### src/cca_pkg.sv
/*
 * constants for the five-module counter array capture/compare block:
 * register addresses, mode-register bit positions, reset values.
 * assumes an 8-bit register port, as the block's top module exposes.
 */
package cca_pkg;

    // ------------------------------------------------------------------
    // sizes
    // ------------------------------------------------------------------
    localparam int NUM_MODULES  = 5;
    localparam int WDT_MODULE   = 4;
    localparam int ADDR_W       = 8;
    localparam int DATA_W       = 8;
    localparam int COUNT_W      = 16;

    typedef logic [DATA_W-1:0]  cca_byte_t;
    typedef logic [COUNT_W-1:0] cca_count_t;

    // ------------------------------------------------------------------
    // register addresses (module n sits at base + n)
    // ------------------------------------------------------------------
    localparam cca_byte_t ADDR_COUNTER_CONTROL = 8'hd8;
    localparam cca_byte_t ADDR_WDT_CONTROL     = 8'hd9;
    localparam cca_byte_t ADDR_MODE_BASE       = 8'hda;
    localparam cca_byte_t ADDR_COUNTER_LOW     = 8'he9;
    localparam cca_byte_t ADDR_CMP_LOW_BASE    = 8'hea;
    localparam cca_byte_t ADDR_COUNTER_HIGH    = 8'hf9;
    localparam cca_byte_t ADDR_CMP_HIGH_BASE   = 8'hfa;

    // ------------------------------------------------------------------
    // module mode register fields
    // ------------------------------------------------------------------
    localparam int MODE_COMPARE_EN  = 6;
    localparam int MODE_POS_CAPTURE = 5;
    localparam int MODE_NEG_CAPTURE = 4;
    localparam int MODE_MATCH_EN    = 3;
    localparam int MODE_TOGGLE_EN   = 2;
    localparam int MODE_PWM_EN      = 1;
    localparam int MODE_IRQ_EN      = 0;
    localparam cca_byte_t MODE_WRITE_MASK = 8'h7f;
    localparam cca_byte_t MODE_RESET      = 8'h00;

    // ------------------------------------------------------------------
    // counter control and watchdog control fields
    // ------------------------------------------------------------------
    localparam int CTRL_RUN        = 6;
    localparam int WDT_ENABLE_BIT  = 6;
    localparam cca_byte_t BYTE_ZERO     = 8'h00;
    localparam cca_byte_t LOW_BYTE_MAX  = 8'hff;
    localparam cca_count_t COUNT_ZERO   = 16'h0000;
    localparam cca_count_t COUNT_ONE    = 16'h0001;

endpackage

### src/cca_chan_if.sv
/*
 * per-module channel between the top and its compare unit:
 * counter, compare pair and mode in; match and width-modulation level out.
 * assumes both ends share the top's clock; no timing inside.
 */
`timescale 1ns/1ps
interface cca_chan_if;
    cca_pkg::cca_count_t count;
    cca_pkg::cca_count_t cmp_pair;
    cca_pkg::cca_byte_t  mode;
    logic                hit;
    logic                pwm_high;

    modport owner
    (
        output count,
        output cmp_pair,
        output mode,
        input  hit,
        input  pwm_high
    );
    modport unit
    (
        input  count,
        input  cmp_pair,
        input  mode,
        output hit,
        output pwm_high
    );
endinterface

### src/cca_pin_sync.sv
/*
 * two-flop synchroniser for the module pins plus edge detection.
 * assumes pins may change at any time relative to core_clk.
 */
`timescale 1ns/1ps
module cca_pin_sync #(
    parameter int WIDTH = 5
)(
    input  wire logic             core_clk,
    input  wire logic             rst_int_n,
    input  wire logic [WIDTH-1:0] pin_in,
    output logic      [WIDTH-1:0] rise,
    output logic      [WIDTH-1:0] fall
);
    logic [WIDTH-1:0] meta_reg;
    logic [WIDTH-1:0] sync_reg;
    logic [WIDTH-1:0] prev_reg;

    // --------------------------------------------------------------
    // synchroniser: meta_reg feeds only sync_reg
    // --------------------------------------------------------------
    always_ff @(posedge core_clk or negedge rst_int_n)
    begin
        if (!rst_int_n)
        begin
            meta_reg <= '0;
            sync_reg <= '0;
            prev_reg <= '0;
        end
        else
        begin
            meta_reg <= pin_in;
            sync_reg <= meta_reg;
            prev_reg <= sync_reg;
        end
    end

    assign rise = sync_reg & ~prev_reg;
    assign fall = ~sync_reg & prev_reg;
endmodule // cca_pin_sync

### src/cca_cmp_unit.sv
/*
 * comparators of one module: 16-bit match and 8-bit width-modulation level.
 * assumes the owner qualifies the hit with the counter run state.
 */
`timescale 1ns/1ps
module cca_cmp_unit (
    cca_chan_if.unit chan
);
    // match only while compare enable is set
    assign chan.hit      = chan.mode[cca_pkg::MODE_COMPARE_EN] && (chan.count == chan.cmp_pair);
    // low below compare low byte gives a low output
    assign chan.pwm_high = (chan.count[cca_pkg::DATA_W-1:0] >= chan.cmp_pair[cca_pkg::DATA_W-1:0]);
endmodule // cca_cmp_unit

### src/cca_top.sv
/*
 * counter array with five capture/compare modules, register port,
 * width modulation and a module-four watchdog reset request.
 * assumes a single-cycle register master and pins asynchronous to core_clk.
 */
`timescale 1ns/1ps

module cca_top (
    input  wire logic                     core_clk,
    input  wire logic                     rst_n,
    input  wire logic [7:0]               reg_addr,
    input  wire logic [7:0]               reg_wdata,
    input  wire logic                     reg_wr,
    input  wire logic                     reg_rd,
    output logic      [7:0]               reg_rdata,
    input  wire logic [4:0]               module_io_pin_in,
    output logic      [4:0]               module_io_pin_out,
    output logic      [4:0]               module_io_pin_oe,
    output logic                          irq_req,
    output logic                          internal_reset_req
);
    localparam int N = cca_pkg::NUM_MODULES;

    // ------------------------------------------------------------------
    // address decode helper
    // ------------------------------------------------------------------
    function automatic logic cca_sel(input logic [7:0] addr, input logic [7:0] base, input int idx);
        logic [7:0] target;
        target = base + 8'(idx);
        return addr == target;
    endfunction

    // ------------------------------------------------------------------
    // reset release synchroniser
    // ------------------------------------------------------------------
    logic [1:0] rst_pipe_reg;
    logic       rst_int_n;

    always_ff @(posedge core_clk or negedge rst_n)
    begin
        if (!rst_n)
            rst_pipe_reg <= 2'h0;
        else
            rst_pipe_reg <= {rst_pipe_reg[0], 1'b1};
    end
    assign rst_int_n = rst_pipe_reg[1];

    // ------------------------------------------------------------------
    // shared counter and control
    // ------------------------------------------------------------------
    cca_pkg::cca_count_t count_reg;
    cca_pkg::cca_count_t count_next;
    logic [7:0]          ctrl_reg;
    logic [7:0]          ctrl_next;
    logic [7:0]          wdt_ctrl_reg;
    logic                run;
    logic                wr_ctrl;
    logic                wr_wdt;
    logic                wr_cnt_low;
    logic                wr_cnt_high;
    logic                low_wrap;
    logic [N-1:0]        event_set;

    assign run         = ctrl_reg[cca_pkg::CTRL_RUN];
    assign wr_ctrl     = reg_wr && (reg_addr == cca_pkg::ADDR_COUNTER_CONTROL);
    assign wr_wdt      = reg_wr && (reg_addr == cca_pkg::ADDR_WDT_CONTROL);
    assign wr_cnt_low  = reg_wr && (reg_addr == cca_pkg::ADDR_COUNTER_LOW);
    assign wr_cnt_high = reg_wr && (reg_addr == cca_pkg::ADDR_COUNTER_HIGH);
    // low byte is about to roll over on this tick
    assign low_wrap    = run && (count_reg[7:0] == cca_pkg::LOW_BYTE_MAX);

    always_comb
    begin
        count_next = run ? count_reg + cca_pkg::COUNT_ONE : count_reg;
        if (wr_cnt_low)
            count_next[7:0] = reg_wdata;
        if (wr_cnt_high)
            count_next[15:8] = reg_wdata;
    end

    // hardware set wins over a software clear in the same cycle
    always_comb
    begin
        ctrl_next = wr_ctrl ? reg_wdata : ctrl_reg;
        ctrl_next[N-1:0] = ctrl_next[N-1:0] | event_set;
    end

    always_ff @(posedge core_clk or negedge rst_int_n)
    begin
        if (!rst_int_n)
        begin
            count_reg    <= cca_pkg::COUNT_ZERO;
            ctrl_reg     <= cca_pkg::BYTE_ZERO;
            wdt_ctrl_reg <= cca_pkg::BYTE_ZERO;
        end
        else
        begin
            count_reg <= count_next;
            ctrl_reg  <= ctrl_next;
            if (wr_wdt)
                wdt_ctrl_reg <= reg_wdata;
        end
    end

    // ------------------------------------------------------------------
    // pin synchroniser
    // ------------------------------------------------------------------
    logic [N-1:0] pin_rise;
    logic [N-1:0] pin_fall;

    cca_pin_sync #(.WIDTH(N)) u_sync (
        .core_clk  (core_clk),
        .rst_int_n (rst_int_n),
        .pin_in    (module_io_pin_in),
        .rise      (pin_rise),
        .fall      (pin_fall)
    );

    // ------------------------------------------------------------------
    // capture/compare modules
    // ------------------------------------------------------------------
    cca_pkg::cca_byte_t mode_reg  [N];
    cca_pkg::cca_byte_t cmp_low_reg  [N];
    cca_pkg::cca_byte_t cmp_high_reg [N];
    logic [N-1:0]       hit_q;
    logic [N-1:0]       irq_terms;

    genvar g;
    generate
        for (g = 0; g < N; g++)
        begin : g_mod
            cca_chan_if chan ();
            cca_pkg::cca_byte_t mode_next;
            logic wr_mode;
            logic wr_low;
            logic wr_high;
            logic capture;
            logic pwm_active;
            logic match_ev;
            logic toggle_ev;
            logic pin_reg;
            logic out_reg;

            assign chan.count    = count_reg;
            assign chan.cmp_pair = {cmp_high_reg[g], cmp_low_reg[g]};
            assign chan.mode     = mode_reg[g];

            cca_cmp_unit u_cmp (
                .chan (chan)
            );

            assign wr_mode = reg_wr && cca_sel(reg_addr, cca_pkg::ADDR_MODE_BASE, g);
            assign wr_low  = reg_wr && cca_sel(reg_addr, cca_pkg::ADDR_CMP_LOW_BASE, g);
            assign wr_high = reg_wr && cca_sel(reg_addr, cca_pkg::ADDR_CMP_HIGH_BASE, g);

            // either edge selection enables capture
            assign capture = (mode_reg[g][cca_pkg::MODE_POS_CAPTURE] && pin_rise[g])
                           || (mode_reg[g][cca_pkg::MODE_NEG_CAPTURE] && pin_fall[g]);
            assign pwm_active = mode_reg[g][cca_pkg::MODE_PWM_EN]
                              && mode_reg[g][cca_pkg::MODE_COMPARE_EN];
            // stopped counter would otherwise re-fire every cycle
            assign match_ev  = run && chan.hit && mode_reg[g][cca_pkg::MODE_MATCH_EN];
            assign toggle_ev = match_ev && mode_reg[g][cca_pkg::MODE_TOGGLE_EN] && !pwm_active;

            assign event_set[g] = capture || match_ev;
            assign irq_terms[g] = ctrl_reg[g] && mode_reg[g][cca_pkg::MODE_IRQ_EN];
            assign hit_q[g]     = match_ev;

            // bus write on the mode register wins over compare-byte side effects
            always_comb
            begin
                mode_next = mode_reg[g];
                if (wr_low)
                    mode_next[cca_pkg::MODE_COMPARE_EN] = 1'b0;
                if (wr_high)
                    mode_next[cca_pkg::MODE_COMPARE_EN] = 1'b1;
                if (wr_mode)
                    mode_next = reg_wdata & cca_pkg::MODE_WRITE_MASK;
            end

            always_ff @(posedge core_clk or negedge rst_int_n)
            begin
                if (!rst_int_n)
                begin
                    mode_reg[g]     <= cca_pkg::MODE_RESET;
                    cmp_low_reg[g]  <= cca_pkg::BYTE_ZERO;
                    cmp_high_reg[g] <= cca_pkg::BYTE_ZERO;
                    pin_reg         <= 1'b0;
                    out_reg         <= 1'b0;
                end
                else
                begin
                    mode_reg[g] <= mode_next;
                    // capture beats reload beats a bus write to the low byte
                    if (capture)
                    begin
                        cmp_low_reg[g]  <= count_reg[7:0];
                        cmp_high_reg[g] <= count_reg[15:8];
                    end
                    else
                    begin
                        if (pwm_active && low_wrap)
                            cmp_low_reg[g] <= cmp_high_reg[g];
                        else if (wr_low)
                            cmp_low_reg[g] <= reg_wdata;
                        if (wr_high)
                            cmp_high_reg[g] <= reg_wdata;
                    end
                    if (toggle_ev)
                        pin_reg <= ~pin_reg;
                    out_reg <= pwm_active ? chan.pwm_high : (toggle_ev ? ~pin_reg : pin_reg);
                end
            end

            assign module_io_pin_out[g] = out_reg;
            // pin is driven only in toggle or width-modulation use
            assign module_io_pin_oe[g]  = pwm_active
                                        || (mode_reg[g][cca_pkg::MODE_COMPARE_EN]
                                            && mode_reg[g][cca_pkg::MODE_TOGGLE_EN]);
        end
    endgenerate

    assign irq_req = |irq_terms;

    // ------------------------------------------------------------------
    // watchdog on module four
    // ------------------------------------------------------------------
    logic wdt_fire;
    logic wdt_reg;

    // module four keeps all normal modes; the reset is an extra consumer
    assign wdt_fire = wdt_ctrl_reg[cca_pkg::WDT_ENABLE_BIT] && hit_q[cca_pkg::WDT_MODULE];

    always_ff @(posedge core_clk or negedge rst_int_n)
    begin
        if (!rst_int_n)
            wdt_reg <= 1'b0;
        else
            wdt_reg <= wdt_fire;
    end
    // internal request only; no external reset pin is driven
    assign internal_reset_req = wdt_reg;

    // ------------------------------------------------------------------
    // register read port
    // ------------------------------------------------------------------
    cca_pkg::cca_byte_t rd_mux;
    cca_pkg::cca_byte_t rdata_reg;

    always_comb
    begin
        rd_mux = cca_pkg::BYTE_ZERO;
        if (reg_addr == cca_pkg::ADDR_COUNTER_CONTROL)
            rd_mux = ctrl_reg;
        if (reg_addr == cca_pkg::ADDR_WDT_CONTROL)
            rd_mux = wdt_ctrl_reg;
        if (reg_addr == cca_pkg::ADDR_COUNTER_LOW)
            rd_mux = count_reg[7:0];
        if (reg_addr == cca_pkg::ADDR_COUNTER_HIGH)
            rd_mux = count_reg[15:8];
        for (int i = 0; i < N; i++)
        begin
            if (cca_sel(reg_addr, cca_pkg::ADDR_MODE_BASE, i))
                rd_mux = mode_reg[i];
            if (cca_sel(reg_addr, cca_pkg::ADDR_CMP_LOW_BASE, i))
                rd_mux = cmp_low_reg[i];
            if (cca_sel(reg_addr, cca_pkg::ADDR_CMP_HIGH_BASE, i))
                rd_mux = cmp_high_reg[i];
        end
    end

    always_ff @(posedge core_clk or negedge rst_int_n)
    begin
        if (!rst_int_n)
            rdata_reg <= cca_pkg::BYTE_ZERO;
        else
            rdata_reg <= reg_rd ? rd_mux : cca_pkg::BYTE_ZERO;
    end
    assign reg_rdata = rdata_reg;
endmodule // cca_top

### config.mk
export PLATFORM = sky130hd
export DESIGN_NAME = cca_top
export DESIGN_NICKNAME = d
export VERILOG_FILES = /design/src/cca_pkg.sv /design/src/cca_chan_if.sv /design/src/cca_pin_sync.sv /design/src/cca_cmp_unit.sv /design/src/cca_top.sv
export SDC_FILE = /design/constraint.sdc
export NUM_CORES = 1
export LEC_CHECK = 0
export ABC_CLOCK_PERIOD_IN_PS = 7340
export BUFFER_PORTS_ARGS = -buffer_cell sky130_fd_sc_hd__buf_2
export CAP_MARGIN = 10
export CORE_ASPECT_RATIO = 0.7
export CORE_MARGIN = 2
export CORE_UTILIZATION = 30
export DETAILED_ROUTE_END_ITERATION = 8
export GPL_ROUTABILITY_DRIVEN = 0
export PLACE_DENSITY = 0.49
export SLEW_MARGIN = 20
export SYNTH_ARGS = -nofsm -noshare
export SYNTH_HDL_FRONTEND = slang
export SYNTH_SLANG_ARGS = --single-unit
export TNS_END_PERCENT = 10
### constraint.sdc
create_clock -name core_clk -period 7.34 [get_ports core_clk]
set_clock_uncertainty 0.15 [all_clocks]
set_input_delay 0.734 -clock core_clk [delete_from_list [all_inputs] [get_ports core_clk]]
set_output_delay 0.734 -clock core_clk [all_outputs]
set_load 0.02 [all_outputs]
==> results.md <==
* Status: finished, final reports clean
* Dpl cells at 1,747
* Metal-1 WL at 22.6 mm
* Actual slew at the worst max-slew pin at 1140 ps
* Die Y at 170 um
* Setup tns final at 0 ps
* Share of cells above drive strength 1 at 0.157
* First-pass DRT Iterations at 7
* Startpoint Class: primary input
* Rel. slew slack at 0.240
* Initial Util at 0.306
* Combinational family with the most area after synthesis: compound AO/OA/AOI/OAI gates
* Vias in the first global route at 9,815
* Maxcap violations at 0
* DP HPWL at 32.6 mm
* Synth top area cells: dfrtp_1 (39%), mux2i_1 (7.4%), mux2_2 (6.2%)
* Drt drc at 0
* Area delta synth->final at 10.2%
* Synth area leader: dfrtp_1
* Synth Flop Type: dfrtp_1
* ANT nets after route at 0
* Core Rows at 60
* Drt initial violations at 1,234
* R2R depth at 8
* DIE WIDTH at 242 um
* Simple-gate share of the synthesized area at 0.142
* CP endpoint kind: register
* Syn Std Cell Area at 11,900 um^2
* Final std cells w/o fill at 1,783
* Post-layout util at 0.338
* Crit Path Category: in2reg
* P_leak at 0.00534 uW
* All-Layer GR Usage at 0.230
* Maximum vdd drop at 0.000173 V
* Xor-xnor portion of the synthesized cell area at 0.0450
* Max Used Layer: met4
* Crit path arrival time at 3730 ps
* Setup Fix Bufs, Post-CTS at 0
* Met3 WL at 4.97 mm
* Largest net degree at the start of global routing at 67
* Synthesis-stage register bit count at 183
* Synth Area in Adders at 0.0432
* Count of final hold-check violations at 0
* Total number of vias at 10,300
* CP Max Fanout at 52
* Vias per Instance at 5.75
* Min Tclk post-route at 3550 ps
* Synthesized Nets at 1,321
* Post-synth EDFFs at 0
* Power per cell area at 318 nW/um^2
* Clk Latency, worst-skew pair at 460 ps
* Mux cell area share after synthesis at 0.139
* CTS H-tree depth at 4
* Synth top area share at 0.386
* # setup viols final at 0
* TritonCTS buffer count at 17
* Max Fclk at 0.281 GHz
* Die area at 41,200 um^2
* RSZ-0062 raised after global routing: false
* Final Max Slew Viols at 0
* First-pass GRT wire length at 69.0 mm
* Initial antenna violation count at 0
* Ys async rst share at 1.00
* Reg clk slew, reported paths at 80 ps
* CP Data Required Time at 7510 ps
* Top Ports at 45
* Core footprint at 38,700 um^2
* Nets at 1,306
* Compound-Gate Fraction of Synth Area at 0.189
* Count of cell types in the netlist at 84
* CTS tree: yes
* Hold WC Path Type: reg2reg
* Syn Area/Cell at 9.46 um^2
* Cells after Synth at 1,255
* Port buffer count at 44
* Synth Warn # at 0
* Post-DR wirelength/cell at 26.3 um
* Metal2 WL at 18.3 mm
* Clock Tree Buf Depth at 2
* Total Wirelength at 46.9 mm
* Clock Sink Count at 183
* Hold path depth at 0
* Tcrit/Tclk final at 0.484
* GRT overflow at 0
* Sequential element share of the synthesized area at 0.386
* CTS Root Cell: clkbuf_16
-- cells in the mapped netlist (7+ instances only) --
| master | count |
|---|---|
| dfrtp_1 | 183 |
| a21oi_1 | 102 |
| mux2i_1 | 88 |
| nand2_1 | 85 |
| nor2_1 | 80 |
| mux2_2 | 65 |
| o21ai_0 | 63 |
| clkbuf_1 | 53 |
| inv_1 | 43 |
| xnor2_1 | 43 |
| ha_1 | 41 |
| a22oi_1 | 37 |
| nand3_1 | 36 |
| buf_2 | 25 |
| o21ai_1 | 25 |
| a21o_1 | 24 |
| nand4_1 | 20 |
| xor2_1 | 18 |
| nor3_1 | 15 |
| buf_1 | 12 |
| buf_4 | 12 |
| o22ai_1 | 11 |
| nand2b_1 | 9 |
| o21a_1 | 9 |
| a211oi_1 | 8 |
| nor2b_1 | 8 |
| nand3b_1 | 7 |
-- what timing repair did --
item,4_1_cts,5_1_grt
hold endpoints to repair,2,0
hold buffers,1,0
gates resized for setup,0,0
-- per-stage QoR --
| stage | total power (uW) | hold WS [ps] | cell area (um^2) | setup slack [ps] |
|---|---|---|---|---|
| global placement | 3130 | 184 | 12500 | 3460 |
| detailed placement | 3170 | 186 | 12500 | 3420 |
| finish | 4150 | 200 | 13100 | 3790 |
| CTS | 4120 | 203 | 13100 | 3910 |
| global route | 4370 | 213 | 13100 | 3610 |
| floorplan | 2530 | 181 | 11900 | 1710 |
-- cell usage in the layout (no fill, tap or decap), types with 5 or more instances in the layout --
| cell type | netlist | layout |
|---|---|---|
| xnor2_1 | 43 | 43 |
| o21ai_0 | 63 | 60 |
| mux2_2 | 65 | 65 |
| or3_1 | 6 | 6 |
| nand3b_1 | 7 | 7 |
| nor2b_1 | 8 | 8 |
| a211oi_1 | 8 | 8 |
| nor2_1 | 80 | 80 |
| or4_1 | 5 | 5 |
| dfrtp_1 | 183 | 182 |
| a21oi_1 | 102 | 101 |
| ha_1 | 41 | 41 |
| buf_2 | 25 | 44 |
| o21ai_1 | 25 | 23 |
| nor3_1 | 15 | 15 |
| clkinv_4 | 0 | 5 |
| clkbuf_16 | 0 | 17 |
| nand2b_1 | 9 | 9 |
| inv_1 | 43 | 43 |
| nand4_1 | 20 | 20 |
| a22oi_1 | 37 | 37 |
| nand3_1 | 36 | 36 |
| nand2_1 | 85 | 85 |
| o22ai_1 | 11 | 11 |
| o21ai_2 | 2 | 7 |
| xor2_1 | 18 | 18 |
| buf_4 | 12 | 27 |
| a31oi_1 | 5 | 5 |
| nand4b_1 | 6 | 6 |
| o21a_1 | 9 | 9 |
| a21o_1 | 24 | 24 |
| mux2i_1 | 88 | 88 |
-- routing by layer --
layer / GRT usage / vias to the layer above
li1: - / 4525
met1: 0.348 / 5177
met2: 0.308 / 483
met3: 0.0697 / 66
met4: 0.0687 / 0
met5: 0.00353 / -
-- power by group --
group          internal [uW]  switching, uW  total [uW]
combinational            627            909        1540
sequential              1260            412        1670
clock                    481            465         946
total                   2370           1790        4150
-- worst max-delay path: stages --
cell and delay (ps):
buf_2 90, buf_4 300, inv_1 500, nand2_1 200
nor2_1 900, nand3_1 670, nor2_1 230, a21oi_1 60
-- kinds of logic after synthesis --
| logic type | Yosys count |
|---|---|
| buffers and inverters | 149 |
| DFF | 183 |
| muxes | 156 |
| other | 1 |
| AOI/OAI and AO/OA | 348 |
| adders and majority gates | 41 |
| and+or+nand+nor | 316 |
| xor gates and xnor gates | 61 |
-- worst paths after layout --
| path | start | to | slack [ps] |
|---|---|---|---|
| setup / recovery | reg_addr[4] | count_reg[0] | 3790 |
| hold / removal | u_sync.meta_reg[1] | u_sync.sync_reg[1] | 200 |
| setup reg to reg | count_reg[5] | g_mod[2].out_reg | 3790 |
| hold reg to reg | u_sync.meta_reg[1] | u_sync.sync_reg[1] | 200 |
| max in group asynchronous | rst_pipe_reg[1] | g_mod[4].chan.mode[6] | 5360 |
| min in group asynchronous | rst_pipe_reg[1] | u_sync.sync_reg[1] | 300 |
-- area by class of cell --
type                            instances  area, um^2
Fill cell                            4084       25700
Multi-Input combinational cell        923        6650
Sequential cell                       183        4580
Tap cell                              527         659
Timing Repair Buffer                   72         433
Clock buffer                           17         425
Inverter                               43         161
Clock inverter                         15         158
Antenna cell                            3        7.51
(Power assumes the default switching activity.)
